===== config.mk =====
export PLATFORM = sky130hd
export DESIGN_NAME = fixed_point_shift_unit
export DESIGN_NICKNAME = d
export VERILOG_FILES = /design/src/shared/shift_unit_pkg.sv /design/src/rtl/fixed_point_shift_unit.sv /design/src/rtl/shift_mask_gen.sv
export SDC_FILE = /design/constraint.sdc
export NUM_CORES = 1
export LEC_CHECK = 0
export ABC_AREA = 1
export ABC_CLOCK_PERIOD_IN_PS = 3300
export BUFFER_PORTS_ARGS = -buffer_cell sky130_fd_sc_hd__buf_2
export CAP_MARGIN = 20
export CORE_MARGIN = 4
export CORE_UTILIZATION = 40
export CTS_BUF_LIST = sky130_fd_sc_hd__clkbuf_2
export CTS_CLUSTER_SIZE = 40
export DETAILED_ROUTE_END_ITERATION = 8
export PLACE_DENSITY = 0.59
export SYNTH_ARGS = -nofsm -noshare
export SYNTH_HDL_FRONTEND = slang
export SYNTH_HIERARCHICAL = 1
export SYNTH_SLANG_ARGS = --single-unit

===== constraint.sdc =====
create_clock -name ref_clk -period 3.3 [get_ports ref_clk]
set_input_delay 0.495 -clock ref_clk [delete_from_list [all_inputs] [get_ports ref_clk]]
set_output_delay 0.495 -clock ref_clk [all_outputs]
set_load 0.1 [all_outputs]

===== src/shared/shift_unit_pkg.sv =====
// Package for the fixed-point shift unit: operation codes, field positions, widths.
// Assumes the decoder presents one operation per cycle with operands already read.
package shift_unit_pkg;
	localparam int WORD_W = 32;
	localparam int DWORD_W = 64;
	localparam int CNT_W = 5;
	localparam int DCNT_W = 7;
	// Amount register fields, big-endian bit numbering 0..31 (0 is the msb)
	localparam int AMT_COUNT_LSB = 0; // bits 27-31
	localparam int AMT_MASKOFF_BIT = 5; // bit 26
	localparam int AMT_DCOUNT_LSB = 0; // low seven bits
	localparam int SIGN_BIT64 = 63; // bit 0 in big-endian numbering
	localparam int SIGN_BIT32 = 31;
	localparam int QUOT_ROT_BASE = 32; // rotate amount is 32 minus N
	localparam logic [3:0] CR_RESET = 4'h0;
	localparam logic [31:0] MQ_RESET = 32'h0000_0000;
	localparam logic [63:0] DEST_RESET = 64'h0000_0000_0000_0000;

	typedef enum logic [2:0] {
		OP_NONE,
		OP_SHIFT_LEFT_QUOT,
		OP_SHIFT_LEFT_WORD,
		OP_SRA_DWORD_REG,
		OP_SRA_DWORD_IMM,
		OP_SRA_IMM_QUOT
	} shift_op_type;
endpackage : shift_unit_pkg


===== src/rtl/fixed_point_shift_unit.sv =====
// Fixed-point shift and rotate datapath: left shifts with and without quotient register,
// 64-bit algebraic right shifts, and the immediate algebraic right with quotient register.
// Assumes operands are valid in the cycle op_valid is high; results appear one cycle later.
`timescale 1ns/1ns
module fixed_point_shift_unit #(
	parameter bit IS_64BIT = 1'b1 // Implementation has 64-bit shifts
) (
	input wire logic ref_clk, // Core clock, 20 MHz
	input wire logic rst_n, // Synchronous reset, active low
	input wire logic op_valid, // Operation present this cycle
	input wire shift_unit_pkg::shift_op_type op_code, // Decoded operation
	input wire logic record_bit, // Record form of the operation
	input wire logic [63:0] source_reg, // Source operand
	input wire logic [63:0] amount_reg, // Shift amount operand
	input wire logic [6:0] immediate_count, // Immediate shift count
	input wire logic summary_overflow_in, // Summary overflow from exception register
	output logic [63:0] dest_reg, // Result for destination
	output logic dest_we, // Destination write pulse
	output logic [31:0] multiply_quotient_reg, // Quotient register contents
	output logic shifted_out_flag, // Carry flag
	output logic carry_we, // Carry write pulse
	output logic [3:0] cond_field_zero, // Negative, positive, zero, summary overflow
	output logic cond_we, // Condition field write pulse
	output logic illegal_op // Illegal instruction pulse
);
	import shift_unit_pkg::*;

	logic [4:0] cnt5;
	logic mask_off;
	logic [31:0] left_mask;
	logic [31:0] rot_left;
	logic [31:0] rot_quot;
	logic [31:0] quot_mask;
	logic [6:0] dcount;
	logic [63:0] next_sra;
	logic next_sra_carry;
	logic [63:0] next_dest;
	logic next_carry;
	logic next_dest_we;
	logic next_carry_we;
	logic next_mq_we;
	logic next_illegal;
	logic [31:0] sign_word;

	// 32-bit rotate left, shared by both rotate paths
	function automatic logic [31:0] rotl32(input logic [31:0] v, input logic [4:0] n);
		logic [63:0] d;
		d = {v, v} << n;
		return d[63:32];
	endfunction : rotl32

	// Condition nibble: negative, positive, zero, summary overflow
	function automatic logic [3:0] cond_of(input logic [63:0] r, input logic so);
		logic neg;
		logic zer;
		neg = r[SIGN_BIT64];
		zer = (r == 64'h0000_0000_0000_0000);
		return {neg, !neg && !zer, zer, so};
	endfunction : cond_of

	// Amount register fields
	assign cnt5 = amount_reg[AMT_COUNT_LSB +: CNT_W];
	assign mask_off = amount_reg[AMT_MASKOFF_BIT];
	assign rot_left = rotl32(source_reg[31:0], cnt5);

	shift_mask_gen u_mask (
		.count(cnt5),
		.force_zero(mask_off),
		.mask(left_mask)
	);

	// Immediate quotient right: rotate by 32-N, mask of N zeros then 32-N ones
	assign rot_quot = rotl32(source_reg[31:0], 5'(QUOT_ROT_BASE - int'(immediate_count[4:0])));
	assign quot_mask = 32'hFFFF_FFFF >> immediate_count[4:0];
	assign sign_word = {WORD_W{source_reg[SIGN_BIT32]}};

	// Count source: register low seven bits or immediate
	assign dcount = (op_code == OP_SRA_DWORD_IMM) ? immediate_count :
		amount_reg[AMT_DCOUNT_LSB +: DCNT_W];

	// 64-bit algebraic right shift and its carry, mode-independent
	always_comb begin
		logic [127:0] ext;
		logic [63:0] lost;
		ext = {{64{source_reg[SIGN_BIT64]}}, source_reg};
		lost = 64'h0000_0000_0000_0000;
		if (dcount == 7'h00) begin
			next_sra = source_reg;
			next_sra_carry = 1'b0;
		end else if (dcount[6]) begin
			next_sra = {DWORD_W{source_reg[SIGN_BIT64]}};
			next_sra_carry = source_reg[SIGN_BIT64];
		end else begin
			next_sra = 64'(ext >> dcount[5:0]);
			lost = source_reg & ~(64'hFFFF_FFFF_FFFF_FFFF << dcount[5:0]);
			next_sra_carry = source_reg[SIGN_BIT64] && (|lost);
		end
	end

	// Result selection per operation
	always_comb begin
		next_dest = dest_reg;
		next_carry = shifted_out_flag;
		next_dest_we = 1'b0;
		next_carry_we = 1'b0;
		next_mq_we = 1'b0;
		next_illegal = 1'b0;
		if (op_valid) begin
			unique case (op_code)
				OP_SHIFT_LEFT_QUOT: begin
					next_dest = {32'h0000_0000, rot_left & left_mask};
					next_dest_we = 1'b1;
					next_mq_we = 1'b1;
				end
				OP_SHIFT_LEFT_WORD: begin
					next_dest = {32'h0000_0000, rot_left & left_mask};
					next_dest_we = 1'b1;
				end
				OP_SRA_DWORD_REG, OP_SRA_DWORD_IMM: begin
					if (IS_64BIT) begin
						next_dest = next_sra;
						next_carry = next_sra_carry;
						next_dest_we = 1'b1;
						next_carry_we = 1'b1;
					end else begin
						next_illegal = 1'b1;
					end
				end
				OP_SRA_IMM_QUOT: begin
					next_dest = {32'h0000_0000, (rot_quot & quot_mask) | (sign_word & ~quot_mask)};
					next_carry = (|(rot_quot & ~quot_mask)) & source_reg[SIGN_BIT32];
					next_dest_we = 1'b1;
					next_carry_we = 1'b1;
					next_mq_we = 1'b1;
				end
				OP_NONE: begin
				end
			endcase
		end
	end

	// Destination and its write strobe
	always_ff @(posedge ref_clk) begin
		if (!rst_n) begin
			dest_reg <= DEST_RESET;
			dest_we <= 1'b0;
			illegal_op <= 1'b0;
		end else begin
			dest_reg <= next_dest;
			dest_we <= next_dest_we;
			illegal_op <= next_illegal;
		end
	end

	// Quotient register holds its value except on quotient operations
	always_ff @(posedge ref_clk) begin
		if (!rst_n) begin
			multiply_quotient_reg <= MQ_RESET;
		end else if (op_valid && next_mq_we) begin
			multiply_quotient_reg <= (op_code == OP_SRA_IMM_QUOT) ? rot_quot : rot_left;
		end
	end

	// Carry only written by right shifts; left shifts leave it alone
	always_ff @(posedge ref_clk) begin
		if (!rst_n) begin
			shifted_out_flag <= 1'b0;
			carry_we <= 1'b0;
		end else begin
			shifted_out_flag <= next_carry;
			carry_we <= next_carry_we;
		end
	end

	// Condition field follows the written result when recording
	always_ff @(posedge ref_clk) begin
		if (!rst_n) begin
			cond_field_zero <= CR_RESET;
			cond_we <= 1'b0;
		end else if (next_dest_we && record_bit) begin
			cond_field_zero <= cond_of(next_dest, summary_overflow_in);
			cond_we <= 1'b1;
		end else begin
			cond_we <= 1'b0;
		end
	end

	// Left shifts: carry untouched, plain result checked apart from the shared rotator, quotient result against the quotient register
	left_no_carry_a: assert property (@(posedge ref_clk) disable iff (!rst_n)
		op_valid && (op_code inside {OP_SHIFT_LEFT_QUOT, OP_SHIFT_LEFT_WORD})
		|=> !carry_we && $stable(shifted_out_flag))
		else $error("left shift touched carry");
	maskoff_zero_a: assert property (@(posedge ref_clk) disable iff (!rst_n)
		op_valid && (op_code inside {OP_SHIFT_LEFT_QUOT, OP_SHIFT_LEFT_WORD}) && mask_off
		|=> dest_reg == 64'h0000_0000_0000_0000)
		else $error("mask off did not zero result");
	// Rotated word AND the open mask is just a plain left shift, so no rotator is reused
	left_shift_a: assert property (@(posedge ref_clk) disable iff (!rst_n)
		op_valid && (op_code inside {OP_SHIFT_LEFT_QUOT, OP_SHIFT_LEFT_WORD}) && !mask_off
		|=> dest_reg == {32'h0000_0000, $past(source_reg[31:0]) << $past(cnt5)})
		else $error("left shift result mismatch");
	quot_left_a: assert property (@(posedge ref_clk) disable iff (!rst_n)
		op_valid && op_code == OP_SHIFT_LEFT_QUOT
		|=> dest_reg == {32'h0000_0000, multiply_quotient_reg &
		($past(mask_off) ? 32'h0000_0000 : 32'hFFFF_FFFF << $past(cnt5))})
		else $error("quotient left result mismatch");
	mq_rotate_a: assert property (@(posedge ref_clk) disable iff (!rst_n)
		op_valid && op_code == OP_SHIFT_LEFT_QUOT
		|=> multiply_quotient_reg == (($past(source_reg[31:0]) << $past(cnt5)) |
		($past(source_reg[31:0]) >> (6'h20 - {1'b0, $past(cnt5)}))))
		else $error("quotient register not the rotated word");
	mq_hold_a: assert property (@(posedge ref_clk) disable iff (!rst_n)
		op_valid && op_code == OP_SHIFT_LEFT_WORD
		|=> $stable(multiply_quotient_reg))
		else $error("plain shift altered quotient register");

	// 64-bit right shifts: copy, sign fill, carry and write strobes
	zero_count_a: assert property (@(posedge ref_clk) disable iff (!rst_n)
		op_valid && IS_64BIT && (op_code inside {OP_SRA_DWORD_REG, OP_SRA_DWORD_IMM}) && dcount == 7'h00
		|=> dest_reg == $past(source_reg) && !shifted_out_flag && carry_we)
		else $error("zero shift not a copy");
	big_count_a: assert property (@(posedge ref_clk) disable iff (!rst_n)
		op_valid && IS_64BIT && op_code == OP_SRA_DWORD_REG && dcount[6]
		|=> dest_reg == {64{$past(source_reg[63])}} && shifted_out_flag == $past(source_reg[63]))
		else $error("large count result wrong");
	sign_fill_a: assert property (@(posedge ref_clk) disable iff (!rst_n)
		op_valid && IS_64BIT && (op_code inside {OP_SRA_DWORD_REG, OP_SRA_DWORD_IMM}) && dcount != 7'h00 && !dcount[6]
		|=> dest_reg == 64'($signed($past(source_reg)) >>> $past(dcount[5:0])))
		else $error("right shift result wrong");
	pos_carry_a: assert property (@(posedge ref_clk) disable iff (!rst_n)
		op_valid && IS_64BIT && (op_code inside {OP_SRA_DWORD_REG, OP_SRA_DWORD_IMM}) && !source_reg[63]
		|=> !shifted_out_flag)
		else $error("carry set for positive source");
	one_bit_carry_a: assert property (@(posedge ref_clk) disable iff (!rst_n)
		op_valid && IS_64BIT && (op_code inside {OP_SRA_DWORD_REG, OP_SRA_DWORD_IMM}) && source_reg[63] && dcount == 7'h01
		|=> shifted_out_flag == $past(source_reg[0]))
		else $error("carry does not follow the lost bit");
	sra_writes_a: assert property (@(posedge ref_clk) disable iff (!rst_n)
		op_valid && IS_64BIT && (op_code inside {OP_SRA_DWORD_REG, OP_SRA_DWORD_IMM})
		|=> carry_we && dest_we && !illegal_op)
		else $error("right shift did not write carry");
	illegal_a: assert property (@(posedge ref_clk) disable iff (!rst_n)
		op_valid && !IS_64BIT && (op_code inside {OP_SRA_DWORD_REG, OP_SRA_DWORD_IMM})
		|=> illegal_op && !dest_we && !carry_we)
		else $error("missing illegal instruction");

	// Immediate quotient right: rotating left by 32 minus N is rotating right by N
	quot_right_mq_a: assert property (@(posedge ref_clk) disable iff (!rst_n)
		op_valid && op_code == OP_SRA_IMM_QUOT
		|=> multiply_quotient_reg == (($past(source_reg[31:0]) >> $past(immediate_count[4:0])) |
		($past(source_reg[31:0]) << (6'h20 - {1'b0, $past(immediate_count[4:0])}))))
		else $error("quotient right rotated word wrong");
	quot_right_dest_a: assert property (@(posedge ref_clk) disable iff (!rst_n)
		op_valid && op_code == OP_SRA_IMM_QUOT
		|=> dest_reg[31:0] == ($past(source_reg[31]) ?
		(multiply_quotient_reg | ~(32'hFFFF_FFFF >> $past(immediate_count[4:0]))) :
		(multiply_quotient_reg & (32'hFFFF_FFFF >> $past(immediate_count[4:0])))))
		else $error("quotient right merge wrong");
	quot_carry_a: assert property (@(posedge ref_clk) disable iff (!rst_n)
		op_valid && op_code == OP_SRA_IMM_QUOT
		|=> carry_we && shifted_out_flag == ($past(source_reg[31]) &&
		(($past(source_reg[31:0]) << (6'h20 - {1'b0, $past(immediate_count[4:0])})) != 32'h0000_0000)))
		else $error("quotient right carry wrong");

	// Condition field: written only on record, one compare bit, overflow copied
	no_record_a: assert property (@(posedge ref_clk) disable iff (!rst_n)
		op_valid && !record_bit
		|=> !cond_we && $stable(cond_field_zero))
		else $error("condition field changed without record");
	idle_hold_a: assert property (@(posedge ref_clk) disable iff (!rst_n)
		!op_valid
		|=> !dest_we && !carry_we && !cond_we && $stable(cond_field_zero) && $stable(dest_reg))
		else $error("state changed with no operation");
	cond_value_a: assert property (@(posedge ref_clk) disable iff (!rst_n)
		op_valid && record_bit && (op_code inside {OP_SHIFT_LEFT_QUOT, OP_SHIFT_LEFT_WORD, OP_SRA_IMM_QUOT})
		|=> cond_we && $onehot(cond_field_zero[3:1]) && cond_field_zero[0] == $past(summary_overflow_in))
		else $error("condition field not one compare bit");
	cond_zero_a: assert property (@(posedge ref_clk) disable iff (!rst_n)
		op_valid && record_bit && (op_code inside {OP_SHIFT_LEFT_QUOT, OP_SHIFT_LEFT_WORD, OP_SRA_IMM_QUOT})
		|=> cond_field_zero[1] == (dest_reg == 64'h0000_0000_0000_0000))
		else $error("zero bit disagrees with result");

	// Main scenarios
	cover_left_rec_c: cover property (@(posedge ref_clk) op_valid && op_code == OP_SHIFT_LEFT_QUOT && record_bit);
	cover_sra_carry_c: cover property (@(posedge ref_clk) carry_we && shifted_out_flag);
	cover_quot_imm_c: cover property (@(posedge ref_clk) op_valid && op_code == OP_SRA_IMM_QUOT);
	cover_big_count_c: cover property (@(posedge ref_clk) op_valid && op_code == OP_SRA_DWORD_REG && dcount[6]);
	cover_refused_c: cover property (@(posedge ref_clk) illegal_op);
endmodule : fixed_point_shift_unit


===== src/rtl/shift_mask_gen.sv =====
// Left-shift mask generator: 32-N ones then N zeros, or all zeros when forced.
// Pure combinational; the caller registers the result.
`timescale 1ns/1ns
module shift_mask_gen (
	input wire logic [4:0] count, // Shift count N
	input wire logic force_zero, // Mask-off select
	output logic [31:0] mask // Generated mask
);
	import shift_unit_pkg::*;

	// Ones shifted up by N leave N low zeros
	always_comb begin
		if (force_zero) begin
			mask = 32'h0000_0000;
		end else begin
			mask = 32'hFFFF_FFFF << count;
		end
	end
endmodule : shift_mask_gen


==> impl_metrics.tcl <==
set metrics [dict create \
    postCtsSetupRepairBufs 0 \
    nNetsFinal 3793 \
    slew_violations 0 \
    die_y_um 205 \
    netlist_instances 3113 \
    core-area_um2 38000 \
    clk_latency_ps 700 \
    setup.worst_path.end_class "flip-flop" \
    worst-path-buf-inv 2 \
    synthArstFlopShare 0 \
    final_antenna_net_count 0 \
    stdcell_area_um2 20900 \
    ys_ff_latch 104 \
    slowest_stage "or2_2" \
    grt_first_pass_wirelength_mm 132 \
    hold_path_class "input port to flip-flop" \
    min_period_ps 3020 \
    fp-row-count 71 \
    post_dp_cell_area_um2 20800 \
    hpwl_mm 72.8 \
    grt_max_degree 55 \
    io_pins 248 \
    syn-num-nets 3260 \
    ys_types 40 \
    leakage_nw 11.4 \
    die_area_um2 42100 \
    fmax_mhz 331 \
    totalWireLength_mm 88.8 \
    numCtsBuffers 9 \
    status "complete, no violations" \
    hold_viol 0 \
    max_stage_delay_ps 320 \
    htree_levels 3 \
    holdWs_ps 82.2 \
    tightest_slew_ps 959 \
    clockBufferDepth 2 \
    grt.total_usage 0.409 \
    vias 24200 \
    relSlewSlack 0.360 \
    synth_top_area_share 0.284 \
    cp_top_family "simple AND/OR/NAND/NOR gates" \
    grt_pass1_vias 22600 \
    syn_to_final_growth_pct 34.6 \
    cp_max_fo 38 \
    cp_common_cell "nand2_1" \
    clock_sinks 104 \
    cts_tree "done" \
    post-route-period-util 0.914 \
    path_cells "buf_2, buf_12, nand2_1, o21ai_0, or2_2, o21ai_0, nand2_1, o21ai_0, nand2_1, nand3_1, nand2_1, nand3_1, nand2_1, a21oi_1, nand2_1, nand2_1, nand2_1, nor2_1, nand2_1, nor2_1, nand3_1, nand2_1, a21oi_1" \
    syn_area_um2 15600 \
    setup_viol 0 \
    vias_per_cell 5.81 \
    place.gp.congestion 1.06 \
    path_clk_slew_ps 310 \
    portBuffers 189 \
    synth_top_flop_cell "dfxtp_1" \
    start_util 0.409 \
    power.density_nw_per_um2 317 \
    routedWlPerCell_um 21.3 \
    crit_required_ps 3920 \
    first_pass_iters 6 \
    dr.first_iter.drc_count 3194 \
    fillers 4090 \
    power.total_mw 6.64 \
    synth_warnings 6 \
    clockRootBuffer "clkbuf_2" \
    synth_area_per_cell_um2 5.00 \
    rsz0062_at_grt "false" \
    ys_seq_area_frac 0.134 \
    drcViolationCount 0 \
    critPathArrivalTime_ps 3630 \
    path_class "input port to flip-flop" \
    die-width_um 205 \
    synth_area_leaders "nand2_1, nand3_1, dfxtp_1" \
    vdd_drop_max_uv 239 \
    grt_antenna_before_repair 2 \
    grt-ovfl-total 0 \
    layout-drive-gt1-share 0.226 \
    synth_area_leader_cell "nand2_1" \
    startpoint_type "input port" \
    fin_util 0.551 \
    fin_skew_ps 21.3 \
    synth-edff-count 0 \
    max-cap-violations 0 \
    largest_reg_flops 64 \
]
placed cells by master, fill, tap and decap left out, types with 7 or more instances in the layout:
cell      netlist  routed
dfxtp_1       104     104
nand2_1      1177    1176
o21ai_1        34      34
a21oi_1       118     118
o21ai_0       200     199
buf_12          0      38
clkbuf_2        0       9
o211ai_1       61      61
nor2_1        174     170
mux2i_1        14      14
or2_2          51      51
nand3_1       669     669
a31oi_1         7       7
inv_1         196     196
buf_2          50     189
inv_2           9       9
o21bai_1       10      10
buf_4           7     500
nand4_1        32      32
cell usage after synthesis (5+ instances only):
cell type,count
nand3_1,669
nand2_1,1177
nand4_1,32
o21ai_0,200
o21ai_2,5
a21oi_1,118
or2_2,51
o21bai_1,10
nand2_2,5
clkbuf_1,119
inv_1,196
dfxtp_1,104
o21ai_1,34
inv_2,9
nor2_1,174
o211ai_1,61
mux2i_1,14
a31oi_1,7
buf_1,28
buf_2,50
buf_4,7
nor4_1,5
what timing repair did:
action / 4_1_cts / 5_1_grt
resized for setup: 0 / 0
endpoints found under the setup margin: 0 / 0
hold buffers: 1 / 0
endpoints found under the hold margin: 1 / 0
metrics by stage:
stage | cells | setup TNS, ps | worst slack [ps]
after floorplan | 3113 | 0 | 217
after global placement | 4145 | -758 | -291
after detailed placement | 4145 | -821 | -317
after CTS | 4162 | 0 | 453
after global routing | 4163 | 0 | 69.8
final | 4163 | 0 | 282
kinds of logic (layout without fill, tap and decap cells):
kind of cell | count (synthesis) | count (layout) | synth area share
AND/OR/NAND/NOR | 2126 | 2126 | 0.585
AO/OA/AOI/OAI | 451 | 451 | 0.162
buffers and inverters | 413 | 951 | 0.106
flip-flops | 104 | 104 | 0.134
multiplexers | 14 | 14 | 0.00901
adder cells (fa/ha/maj) | 4 | 4 | 0.00322
other | 1 | 2 | 0.000241
tightest hold or removal path: stages:
cell and delay (ps):
buf_2 160, o221ai_1 90, inv_1 40
path summary, 6_finish.rpt:
| path | startpoint | to | slack [ps] | depth (start not counted) |
|---|---|---|---|---|
| worst min register to register | cond_field_zero[0] | cond_field_zero[0] | 480 | 2 |
| worst min-delay path | rst_n | multiply_quotient_reg[0] | 80 | 3 |
| worst max-delay path | amount_reg[0] | cond_field_zero[2] | 280 | 23 |
| worst max register to register | dest_reg[10] | cond_field_zero[2] | 1730 | 9 |
layout make-up:
class,count,area (µm²),share of cell area
multi-input cells,2596,11900,0.566
well taps,511,639,0.0305
flip-flops and latches,104,2080,0.0994
repair buffers,728,5470,0.261
clock inverters,7,71.3,0.00341
clock buffers,9,45.0,0.00215
inverters,207,777,0.0371
diodes,1,2.50,0.000119
report_power, final:
group / switching, mW / leakage [nW] / internal, mW
clock network: 0.506 / 0.0722 / 0.125
registers: 0.0385 / 0.849 / 1.33
logic: 3.04 / 10.5 / 1.59
metal layers:
layer,share of wire,GRT usage
met1,0.38,0.494
met2,0.45,0.669
met3,0.093,0.0700
met4,0.083,0.266
met5,0.00015,0
Power figures use the tool's default switching activity.
